==> src/fwg_regs.svh <==
// Constants for the flash write/erase guard: register offsets, fields, key values.
// Assumes inclusion by bare name from the package and both ends.
`ifndef FWG_REGS_SVH
`define FWG_REGS_SVH

`define FWG_ADDR_CTRL        8'h8F
`define FWG_ADDR_KEY         8'hB6
`define FWG_CTRL_RESET       8'h00
`define FWG_KEY_RESET        8'h00
`define FWG_BIT_SCRATCH      2
`define FWG_BIT_ERASE_EN     1
`define FWG_BIT_WRITE_EN     0
`define FWG_KEY_FIRST        8'hA5
`define FWG_KEY_SECOND       8'hF1
`define FWG_CODE_LOCKED      2'h0
`define FWG_CODE_KEY1        2'h1
`define FWG_CODE_UNLOCKED    2'h2
`define FWG_CODE_DISABLED    2'h3
`define FWG_SCRATCH_TOP      16'h03FF

`endif

==> src/fwg_pkg.sv <==
// Types shared by both ends of the flash write/erase guard.
// Assumes fwg_regs.svh is on the include path.
`include "fwg_regs.svh"

package fwg_pkg;

  typedef enum logic [3:0] {
    LK_LOCKED   = 4'b0001,
    LK_KEY1     = 4'b0010,
    LK_UNLOCKED = 4'b0100,
    LK_DISABLED = 4'b1000
  } fwg_lock_t;

  typedef enum logic [1:0] {
    OP_IDLE = 2'b01,
    OP_BUSY = 2'b10
  } fwg_op_t;

  typedef enum logic [1:0] {
    HS_IDLE = 2'b01,
    HS_WAIT = 2'b10
  } fwg_hstate_t;

  typedef enum logic [1:0] {
    CMD_SFR_WR  = 2'h0,
    CMD_SFR_RD  = 2'h1,
    CMD_MOVX_WR = 2'h2,
    CMD_MOVC_RD = 2'h3
  } fwg_cmd_t;

  typedef struct packed {
    logic        scratchpad_select;
    logic        page_erase_enable;
    logic        flash_write_enable;
    fwg_lock_t   lock;
    fwg_op_t     op;
    logic [7:0]  sfr_rdata;
    logic        sfr_rvalid;
    logic        movx_ack;
    logic [7:0]  movc_rdata;
    logic        movc_rvalid;
    logic        flash_prog;
    logic        flash_erase;
    logic        flash_rd;
    logic        flash_scratch;
    logic [15:0] mem_addr;
    logic [7:0]  mem_wdata;
    logic        xram_wr;
    logic        flash_err_reset;
  } fwg_dev_st_t;

  typedef struct packed {
    fwg_hstate_t st;
    logic        scratchpad_select_shadow;
    logic        cmd_ready;
    logic        rsp_valid;
    logic [7:0]  rsp_data;
    logic        cmd_refused;
    logic        sfr_wr;
    logic        sfr_rd;
    logic [7:0]  sfr_addr;
    logic [7:0]  sfr_wdata;
    logic        movx_wr;
    logic        movc_rd;
    logic [15:0] mem_addr;
    logic [7:0]  movx_wdata;
  } fwg_host_st_t;

endpackage : fwg_pkg

==> src/fwg_if.sv <==
// Link between the processor core and the flash guard.
// Assumes one clock shared by both ends; strobes are one-cycle pulses.
`timescale 1ns/1ps
`default_nettype none

interface fwg_if;
  logic        sfr_wr;
  logic        sfr_rd;
  logic [7:0]  sfr_addr;
  logic [7:0]  sfr_wdata;
  logic [7:0]  sfr_rdata;
  logic        sfr_rvalid;
  logic        movx_wr;
  logic        movc_rd;
  logic [15:0] mem_addr;
  logic [7:0]  movx_wdata;
  logic        movx_ack;
  logic [7:0]  movc_rdata;
  logic        movc_rvalid;

  modport dev (
    input  sfr_wr, sfr_rd, sfr_addr, sfr_wdata, movx_wr, movc_rd, mem_addr, movx_wdata,
    output sfr_rdata, sfr_rvalid, movx_ack, movc_rdata, movc_rvalid
  );

  modport host (
    output sfr_wr, sfr_rd, sfr_addr, sfr_wdata, movx_wr, movc_rd, mem_addr, movx_wdata,
    input  sfr_rdata, sfr_rvalid, movx_ack, movc_rdata, movc_rvalid
  );
endinterface : fwg_if

`default_nettype wire

==> src/fwg_dev.sv <==
// Flash guard end: control and key registers, lock state, flash command issue.
// Assumes the flash array and supply monitor run on clk and answer each command
// with one flash_done or flash_rvalid pulse.
`timescale 1ns/1ps
`default_nettype none
`include "fwg_regs.svh"

module fwg_dev (
  // Clock and reset
  input  wire logic        clk,
  input  wire logic        resetn,
  // Link from the core
  fwg_if.dev               bus,
  // Supply monitor status
  input  wire logic        supply_mon_en,
  input  wire logic        supply_rst_en,
  // Flash array
  output var  logic        flash_prog,
  output var  logic        flash_erase,
  output var  logic        flash_rd,
  output var  logic        flash_scratch,
  output var  logic [15:0] mem_addr,
  output var  logic [7:0]  mem_wdata,
  input  wire logic        flash_done,
  input  wire logic [7:0]  flash_rdata,
  input  wire logic        flash_rvalid,
  // Data memory and reset control
  output var  logic        xram_wr,
  output var  logic        flash_err_reset
);
  import fwg_pkg::*;

  fwg_dev_st_t q;
  fwg_dev_st_t d;

  // Lock state as seen by software
  function automatic logic [1:0] lock_code(input fwg_lock_t lk);
    logic [1:0] c;
    c = `FWG_CODE_LOCKED;
    unique case (lk)
      LK_LOCKED:   c = `FWG_CODE_LOCKED;
      LK_KEY1:     c = `FWG_CODE_KEY1;
      LK_UNLOCKED: c = `FWG_CODE_UNLOCKED;
      LK_DISABLED: c = `FWG_CODE_DISABLED;
      default:     c = `FWG_CODE_DISABLED;
    endcase
    return c;
  endfunction : lock_code

  logic key_wr;
  logic ctrl_wr;

  always_comb
  begin
    key_wr  = bus.sfr_wr && (bus.sfr_addr == `FWG_ADDR_KEY);
    ctrl_wr = bus.sfr_wr && (bus.sfr_addr == `FWG_ADDR_CTRL);

    d                 = q;
    d.sfr_rvalid      = 1'b0;
    d.movx_ack        = 1'b0;
    d.movc_rvalid     = 1'b0;
    d.flash_prog      = 1'b0;
    d.flash_erase     = 1'b0;
    d.flash_rd        = 1'b0;
    d.xram_wr         = 1'b0;
    d.flash_err_reset = 1'b0;

    // Control register: only the three low bits are stored
    if (ctrl_wr)
    begin
      d.scratchpad_select = bus.sfr_wdata[`FWG_BIT_SCRATCH];
      d.page_erase_enable = bus.sfr_wdata[`FWG_BIT_ERASE_EN];
      d.flash_write_enable = bus.sfr_wdata[`FWG_BIT_WRITE_EN];
    end

    // Key sequence
    if (key_wr)
    begin
      unique case (q.lock)
        LK_LOCKED:
        begin
          if (bus.sfr_wdata == `FWG_KEY_FIRST)
            d.lock = LK_KEY1;
          else
            d.lock = LK_DISABLED;
        end
        LK_KEY1:
        begin
          if (bus.sfr_wdata == `FWG_KEY_SECOND)
            d.lock = LK_UNLOCKED;
          else
            d.lock = LK_DISABLED;
        end
        LK_UNLOCKED:
        begin
          d.lock = LK_DISABLED;
        end
        LK_DISABLED:
        begin
          d.lock = LK_DISABLED;
        end
        default:
        begin
          d.lock = LK_DISABLED;
        end
      endcase
    end

    // Register reads; other addresses belong elsewhere and read as zero
    if (bus.sfr_rd)
    begin
      d.sfr_rvalid = 1'b1;
      if (bus.sfr_addr == `FWG_ADDR_CTRL)
        d.sfr_rdata = {5'b0_0000, q.scratchpad_select, q.page_erase_enable, q.flash_write_enable};
      else if (bus.sfr_addr == `FWG_ADDR_KEY)
        d.sfr_rdata = {6'b00_0000, lock_code(q.lock)};
      else
        d.sfr_rdata = 8'h00;
    end

    // Code reads go to the selected sector
    if (bus.movc_rd)
    begin
      d.flash_rd      = 1'b1;
      d.flash_scratch = q.scratchpad_select;
      d.mem_addr      = bus.mem_addr;
    end
    if (flash_rvalid)
    begin
      d.movc_rvalid = 1'b1;
      d.movc_rdata  = flash_rdata;
    end

    unique case (q.op)
      OP_IDLE:
      begin
        if (bus.movx_wr)
        begin
          d.mem_addr  = bus.mem_addr;
          d.mem_wdata = bus.movx_wdata;
          if (!q.flash_write_enable)
          begin
            // Plain data write, erase enable alone has no effect
            d.xram_wr  = 1'b1;
            d.movx_ack = 1'b1;
          end
          else if (q.lock != LK_UNLOCKED)
          begin
            d.lock     = LK_DISABLED;
            d.movx_ack = 1'b1;
          end
          else if (!(supply_mon_en && supply_rst_en))
          begin
            d.flash_err_reset = 1'b1;
            d.lock            = LK_LOCKED;
            d.movx_ack        = 1'b1;
          end
          else
          begin
            d.flash_scratch = q.scratchpad_select;
            d.flash_erase   = q.page_erase_enable;
            d.flash_prog    = !q.page_erase_enable;
            d.op            = OP_BUSY;
          end
        end
      end
      OP_BUSY:
      begin
        if (flash_done)
        begin
          d.op       = OP_IDLE;
          d.movx_ack = 1'b1;
          // A key write in this cycle still wins if it disables the flash
          if (d.lock != LK_DISABLED)
            d.lock = LK_LOCKED;
        end
      end
      default:
      begin
        d.op = OP_IDLE;
      end
    endcase
  end

  always_ff @(posedge clk or negedge resetn)
  begin
    if (!resetn)
    begin
      q      <= '0;
      q.scratchpad_select <= 1'b0;
      q.page_erase_enable <= 1'b0;
      q.flash_write_enable <= 1'b0;
      q.lock <= LK_LOCKED;
      q.op   <= OP_IDLE;
    end
    else
    begin
      q <= d;
    end
  end

  assign bus.sfr_rdata   = q.sfr_rdata;
  assign bus.sfr_rvalid  = q.sfr_rvalid;
  assign bus.movx_ack    = q.movx_ack;
  assign bus.movc_rdata  = q.movc_rdata;
  assign bus.movc_rvalid = q.movc_rvalid;
  assign flash_prog      = q.flash_prog;
  assign flash_erase     = q.flash_erase;
  assign flash_rd        = q.flash_rd;
  assign flash_scratch   = q.flash_scratch;
  assign mem_addr        = q.mem_addr;
  assign mem_wdata       = q.mem_wdata;
  assign xram_wr         = q.xram_wr;
  assign flash_err_reset = q.flash_err_reset;

endmodule : fwg_dev

`default_nettype wire

==> src/flat_wrapper.sv <==
// flat-port wrapper written by rule: the top's interface ports become plain ports
module fwg_dev_flat import fwg_pkg::*;
  (clk, resetn, supply_mon_en, supply_rst_en, flash_prog, flash_erase, flash_rd, flash_scratch, mem_addr, mem_wdata, flash_done, flash_rdata, flash_rvalid, xram_wr, flash_err_reset, bus_sfr_wr, bus_sfr_rd, bus_sfr_addr, bus_sfr_wdata, bus_movx_wr, bus_movc_rd, bus_mem_addr, bus_movx_wdata, bus_sfr_rdata, bus_sfr_rvalid, bus_movx_ack, bus_movc_rdata, bus_movc_rvalid);
  fwg_if bus_i ();
  input  wire logic clk;
  input  wire logic resetn;
  input  wire logic supply_mon_en;
  input  wire logic supply_rst_en;
  output var  logic flash_prog;
  output var  logic flash_erase;
  output var  logic flash_rd;
  output var  logic flash_scratch;
  output var  logic [15:0] mem_addr;
  output var  logic [7:0] mem_wdata;
  input  wire logic flash_done;
  input  wire logic [7:0] flash_rdata;
  input  wire logic flash_rvalid;
  output var  logic xram_wr;
  output var  logic flash_err_reset;
  input wire logic [$bits(bus_i.sfr_wr)-1:0] bus_sfr_wr;
  input wire logic [$bits(bus_i.sfr_rd)-1:0] bus_sfr_rd;
  input wire logic [$bits(bus_i.sfr_addr)-1:0] bus_sfr_addr;
  input wire logic [$bits(bus_i.sfr_wdata)-1:0] bus_sfr_wdata;
  input wire logic [$bits(bus_i.movx_wr)-1:0] bus_movx_wr;
  input wire logic [$bits(bus_i.movc_rd)-1:0] bus_movc_rd;
  input wire logic [$bits(bus_i.mem_addr)-1:0] bus_mem_addr;
  input wire logic [$bits(bus_i.movx_wdata)-1:0] bus_movx_wdata;
  output wire logic [$bits(bus_i.sfr_rdata)-1:0] bus_sfr_rdata;
  output wire logic [$bits(bus_i.sfr_rvalid)-1:0] bus_sfr_rvalid;
  output wire logic [$bits(bus_i.movx_ack)-1:0] bus_movx_ack;
  output wire logic [$bits(bus_i.movc_rdata)-1:0] bus_movc_rdata;
  output wire logic [$bits(bus_i.movc_rvalid)-1:0] bus_movc_rvalid;
  assign bus_i.sfr_wr = bus_sfr_wr;
  assign bus_i.sfr_rd = bus_sfr_rd;
  assign bus_i.sfr_addr = bus_sfr_addr;
  assign bus_i.sfr_wdata = bus_sfr_wdata;
  assign bus_i.movx_wr = bus_movx_wr;
  assign bus_i.movc_rd = bus_movc_rd;
  assign bus_i.mem_addr = bus_mem_addr;
  assign bus_i.movx_wdata = bus_movx_wdata;
  assign bus_sfr_rdata = bus_i.sfr_rdata;
  assign bus_sfr_rvalid = bus_i.sfr_rvalid;
  assign bus_movx_ack = bus_i.movx_ack;
  assign bus_movc_rdata = bus_i.movc_rdata;
  assign bus_movc_rvalid = bus_i.movc_rvalid;
  fwg_dev u_core (.clk(clk), .resetn(resetn), .bus(bus_i), .supply_mon_en(supply_mon_en), .supply_rst_en(supply_rst_en), .flash_prog(flash_prog), .flash_erase(flash_erase), .flash_rd(flash_rd), .flash_scratch(flash_scratch), .mem_addr(mem_addr), .mem_wdata(mem_wdata), .flash_done(flash_done), .flash_rdata(flash_rdata), .flash_rvalid(flash_rvalid), .xram_wr(xram_wr), .flash_err_reset(flash_err_reset));
endmodule
==> config.mk <==
export PLATFORM = sky130hd
export DESIGN_NAME = fwg_dev_flat
export DESIGN_NICKNAME = d
export VERILOG_FILES = /design/src/fwg_pkg.sv /design/src/fwg_if.sv /design/src/fwg_dev.sv /design/src/flat_wrapper.sv
export VERILOG_INCLUDE_DIRS = /design/src
export SDC_FILE = /design/constraint.sdc
export NUM_CORES = 1
export LEC_CHECK = 0
export ABC_CLOCK_PERIOD_IN_PS = 2700
export CAP_MARGIN = 20
export CORE_UTILIZATION = 50
export CTS_BUF_LIST = sky130_fd_sc_hd__clkbuf_8
export CTS_CLUSTER_SIZE = 28
export DETAILED_ROUTE_END_ITERATION = 16
export DONT_BUFFER_PORTS = 1
export PLACE_DENSITY = 0.64
export SLEW_MARGIN = 20
export SYNTH_ARGS = -nofsm -noshare
export SYNTH_HDL_FRONTEND = slang
export SYNTH_SLANG_ARGS = --single-unit
==> constraint.sdc <==
create_clock -name clk -period 2.7 [get_ports clk]
set_clock_uncertainty 0.15 [all_clocks]
set_input_delay 0.405 -clock clk [delete_from_list [all_inputs] [get_ports clk]]
set_output_delay 0.405 -clock clk [all_outputs]
set_load 0.01 [all_outputs]
Word level (Yosys, flattened, before mapping)
Index checks and enable logic that the tools add are counted.
{ "op_classes": {"eq_ne": 16, "mux": 39, "n_reduce_logical": 6} }
{ "op_table": {"columns": ["cell", "count"], "rows": [
  ["two-way mux 27 bit", 2],
  ["== test 8 bit, second input constant", 4],
  ["two-way mux 4 bit", 6],
  ["two-way mux 18 bit", 1],
  ["two-way mux 6 bit", 3],
  ["two-way mux 2 bit", 8],
  ["one-hot mux 4 bit (2 select lines)", 2],
  ["two-way mux 1 bit", 13],
  ["!= test 2 bit, second input constant", 3],
  ["one-hot mux 2 bit (3 select lines)", 1],
  ["AND reduction 5 bit", 1],
  ["== test 4 x 1 -> 1 bit, second input constant", 1],
  ["== test 4 x 2 -> 1 bit, second input constant", 1],
  ["== test 4 x 3 -> 1 bit, second input constant", 1],
  ["!= test 2 x 1 -> 1 bit, second input constant", 2],
  ["!= test 4 x 3 -> 1 bit, second input constant", 1],
  ["!= test 4 bit, second input constant", 1],
  ["one-hot mux 2 bit (2 select lines)", 1],
  ["logical AND 1 bit", 3],
  ["two-way mux 3 bit", 1],
  ["== test 2 x 1 -> 1 bit, second input constant", 1],
  ["== test 2 bit, second input constant", 1],
  ["one-hot mux 1 bit (2 select lines)", 1],
  ["AND reduction 2 bit", 1],
  ["zero test 1 bit", 1]
]} }
{ "totals": {"register_bits": 58, "inputBits": 58, "output_inout_bits": 49, "wordCells": 79} }

Logic depth before layout (Yosys ltp)
{ "depth": {"word_depth": 9, "depth_mapped": 7, "depth_no_buf": 6} }

Least setup slack after synthesis
Ideal clock, no wire load.
{ "synth_path": {"kind": "flip-flop to flip-flop", "start": "register u_core.q[50] (netlist name)", "end": "register u_core.q, in the netlist u_core.mem_addr[10]", "setup_time_ns": 0.125, "arrival_ns": 1.584, "required_time_ns": 2.425, "slack_ns": 0.842, "path_stages_with_launch": 7, "path_buffers": 2, "period_less_slack_ns": 1.858, "path_cell_list": "dfrtp_1 > inv_1 > ha_1 > clkbuf_1 > a21oi_2 > buf_2 > mux2_2"} }
{ "synth_lines": {"columns": ["item", "line_no", "text"], "rows": [
  ["start: declaration", "fwg_dev.sv:33", "fwg_dev_st_t q;"]
]} }

Worst setup path after layout
{ "layout_path": {"start": "register u_core.q[52] (netlist name)", "end": "register u_core.q[50] (netlist name)"} }
{ "layout_via": {"elab_chain_cells": 3} }
{ "layout_rtl": {"columns": ["item", "line_no", "text"], "rows": [
  ["!= test 4 x 3 -> 1 bit", "fwg_dev.sv:147", "else if (q.lock != LK_UNLOCKED)"],
  ["!= test 2 bit (no source line)", null, null],
  ["AND reduction 5 bit (no source line)", null, null]
]} }
No other way between the ends.
A chain may end at the register's enable or synchronous reset.

==> impl_metrics.json <==
{
  "setup_viol": 0,
  "crit_path_end_kind": "flop",
  "placed_area_um2": 2370,
  "cts_buffers": 5,
  "clock.fmax_mhz": 500,
  "grt.total_usage": 0.168,
  "avgRoutedWirePerCell_um": 17.3,
  "finalPower_mw": 1.67,
  "layout.nets": 248,
  "status": "finished, final reports clean",
  "initial_core_util": 0.536,
  "critPathBufInv": 0,
  "drc_errors": 0,
  "grt_overflow": 0,
  "max_stage_delay_ns": 0.48,
  "wl_um": 4420,
  "maxCapViolCount": 0,
  "yosysTopAreaCell": "dfrtp_1",
  "grt_pass1_wl_um": 6920,
  "setup-tns-final_ns": 0,
  "core-area_um2": 4850,
  "port_buffers": 0,
  "cts_tree": "yes",
  "crit_type": "flop to flop",
  "ios": 107,
  "areaGrowthSynthToFinish_pct": -0.963,
  "hpwl_um": 3410,
  "route.vias.total": 1433,
  "netlist_area_um2": 2600,
  "final_area_um2": 2570,
  "hold_path.class": "input pin to flop",
  "hold_slack_ns": 0.0337,
  "cts-root-buf": "clkbuf_8",
  "finalCriticalPeriod_ns": 2.00,
  "drv_slew": 0,
  "place_inst": 243,
  "gp_congestion": 0.797,
  "path_cells": "nor4b_4 > nand3_2 > o21a_1 > nor2_2 > mux2_2",
  "cts_buffer_depth": 2,
  "cts.reportedPaths.clkPinSlew_ns": 0.09,
  "diodes": 0,
  "layout_setup_ws_ns": 0.701,
  "cp_slowest_cell": "dfrtp_1",
  "rsz0062_at_grt": "false",
  "cp.arrival_ns": 2.04,
  "synth_top_area_frac": 0.491,
  "p_leak_nw": 1.08,
  "synth_edf_count": 0,
  "ys_top_cells_by_area": "dfrtp_1 (49%), mux2_2 (16%), buf_4 (12%)",
  "cp_top_family": "simple AND/OR/NAND/NOR gates",
  "final-hold-violation-count": 0,
  "avgSynthCellArea_um2": 11.9,
  "p_per_area_nw_per_um2": 647,
  "grt_pass1_vias": 1503,
  "yosysMostFrequentCell": "dfrtp_1",
  "antenna_found_initial": 0,
  "postRouteAntennaNets": 0,
  "cts.htree.levels": 2,
  "utilization": 0.531,
  "die_x_um": 74.1,
  "dp_slack_ns": 0.730,
  "ys_ff_latch": 53,
  "vdd_drop_max_mv": 0.310,
  "yosys_most_used_dff": "dfrtp_1",
  "crit_required_ns": 2.74,
  "cts.sinks": 53,
  "num_rows": 25,
  "dieHeight_um": 74.1,
  "synth_top_cells_by_count": "dfrtp_1 (51), buf_4 (40), mux2_2 (37)",
  "dr.first_iter.drc_count": 27,
  "start_kind": "flop",
  "critPathMaxFanout": 7,
  "yosysSeqAreaShare": 0.511,
  "synthArstFlopShare": 1.00,
  "stdcell_count": 256,
  "synth_cell_types": 46,
  "grt_max_degree": 54,
  "fin_crit_sh": 0.740,
  "drive_gt1_frac": 0.317,
  "ys_warn_count": 0,
  "dr.pass1.iters": 4,
  "dieArea_um2": 5490,
  "vias_per_cell": 5.60,
  "synth_cells": 218,
  "clk_latency_ns": 0.30
}
cells by family after synthesis:
logic type / after synthesis / share of synthesized area
AND/OR/NAND/NOR: 48 / 0.111
other: 1 / 0.00144
buffers and inverters: 52 / 0.137
XOR/XNOR: 2 / 0.00674
multiplexers: 37 / 0.160
adder cells (fa/ha/maj): 2 / 0.00963
AO/OA/AOI/OAI: 23 / 0.0626
flip-flops: 53 / 0.511
cells in the final DEF (no fill, tap or decap), types with 2 or more instances in the layout:
cell type      count
dfrtp_1           51
mux2_2            37
nor2_1            12
nand2_1            9
a21oi_1            7
inv_1              5
nand3_1            5
conb_1             5
clkbuf_8           5
nor3_1             4
dlygate4sd3_1      4
nand4_1            2
nor2_2             2
o31ai_1            2
nor2b_1            2
o21ai_0            2
ha_1               2
bufinv_16          2
dfstp_2            2
per-layer routing:
metal / wire, um / share of wire / track usage / vias to the layer above
li1: - / - / - / 645
met1: 1640 / 0.37 / 0.177 / 704
met2: 2320 / 0.52 / 0.293 / 76
met3: 399 / 0.090 / 0.0650 / 8
met4: 66 / 0.015 / 0.0791 / 0
met5: 0 / 0 / 0 / -
worst paths after layout:
path,from,slack (ns),endpoint,cells after the start
max in group asynchronous,resetn,1.67,u_core.q[49]$_DFFE_PN1P_,2
max reg2reg,u_core.q[52]$_DFF_PN0_,0.70,u_core.q[50]$_DFFE_PN0P_,5
max,u_core.q[52]$_DFF_PN0_,0.70,u_core.q[50]$_DFFE_PN0P_,5
min reg2reg,u_core.q[56]$_DFFE_PN0P_,0.36,u_core.flash_prog$_DFF_PN0_,1
min,bus_sfr_rd,0.03,u_core.bus.sfr_rdata[1]$_DFFE_PN0P_,1
min in group asynchronous,resetn,0.45,u_core.bus.movc_rdata[2]$_DFFE_PN0P_,2
flip-flops by register name, summed over array words and instances, names as in the netlist:
| signal | flops |
|---|---|
| u_core.q | 9 |
| u_core.bus.movx_ack | 1 |
| u_core.flash_err_reset | 1 |
| u_core.flash_erase | 1 |
| u_core.bus.movc_rdata | 8 |
| u_core.bus.sfr_rdata | 3 |
| u_core.flash_rd | 1 |
| u_core.mem_addr | 16 |
| u_core.flash_scratch | 1 |
| u_core.xram_wr | 1 |
| u_core.bus.movc_rvalid | 1 |
| u_core.mem_wdata | 8 |
| u_core.bus.sfr_rvalid | 1 |
| u_core.flash_prog | 1 |
timing repair:
action                                  4_1_cts  5_1_grt
resized for setup                             0        0
buffers inserted                              0        0
endpoints found under the setup margin        0        0
hold endpoints to repair                     56        0
hold buffers                                  5        0
report_power, final:
part	internal (mW)	switching, mW	total (mW)	leakage, nW
combinational	0.0670	0.0558	0.123	0.373
sequential	0.852	0.0702	0.923	0.643
clock	0.373	0.248	0.621	0.0687
layout make-up:
class | count | area [um^2]
tap | 67 | 83.8
fill | 418 | 2270
clock inverter | 3 | 68.8
inverter | 5 | 18.8
multi-input combinational | 117 | 930
timing repair buffer | 6 | 75.1
clock buffer | 5 | 68.8
sequential | 53 | 1330
No activity file was read; power rests on OpenSTA's default activity.
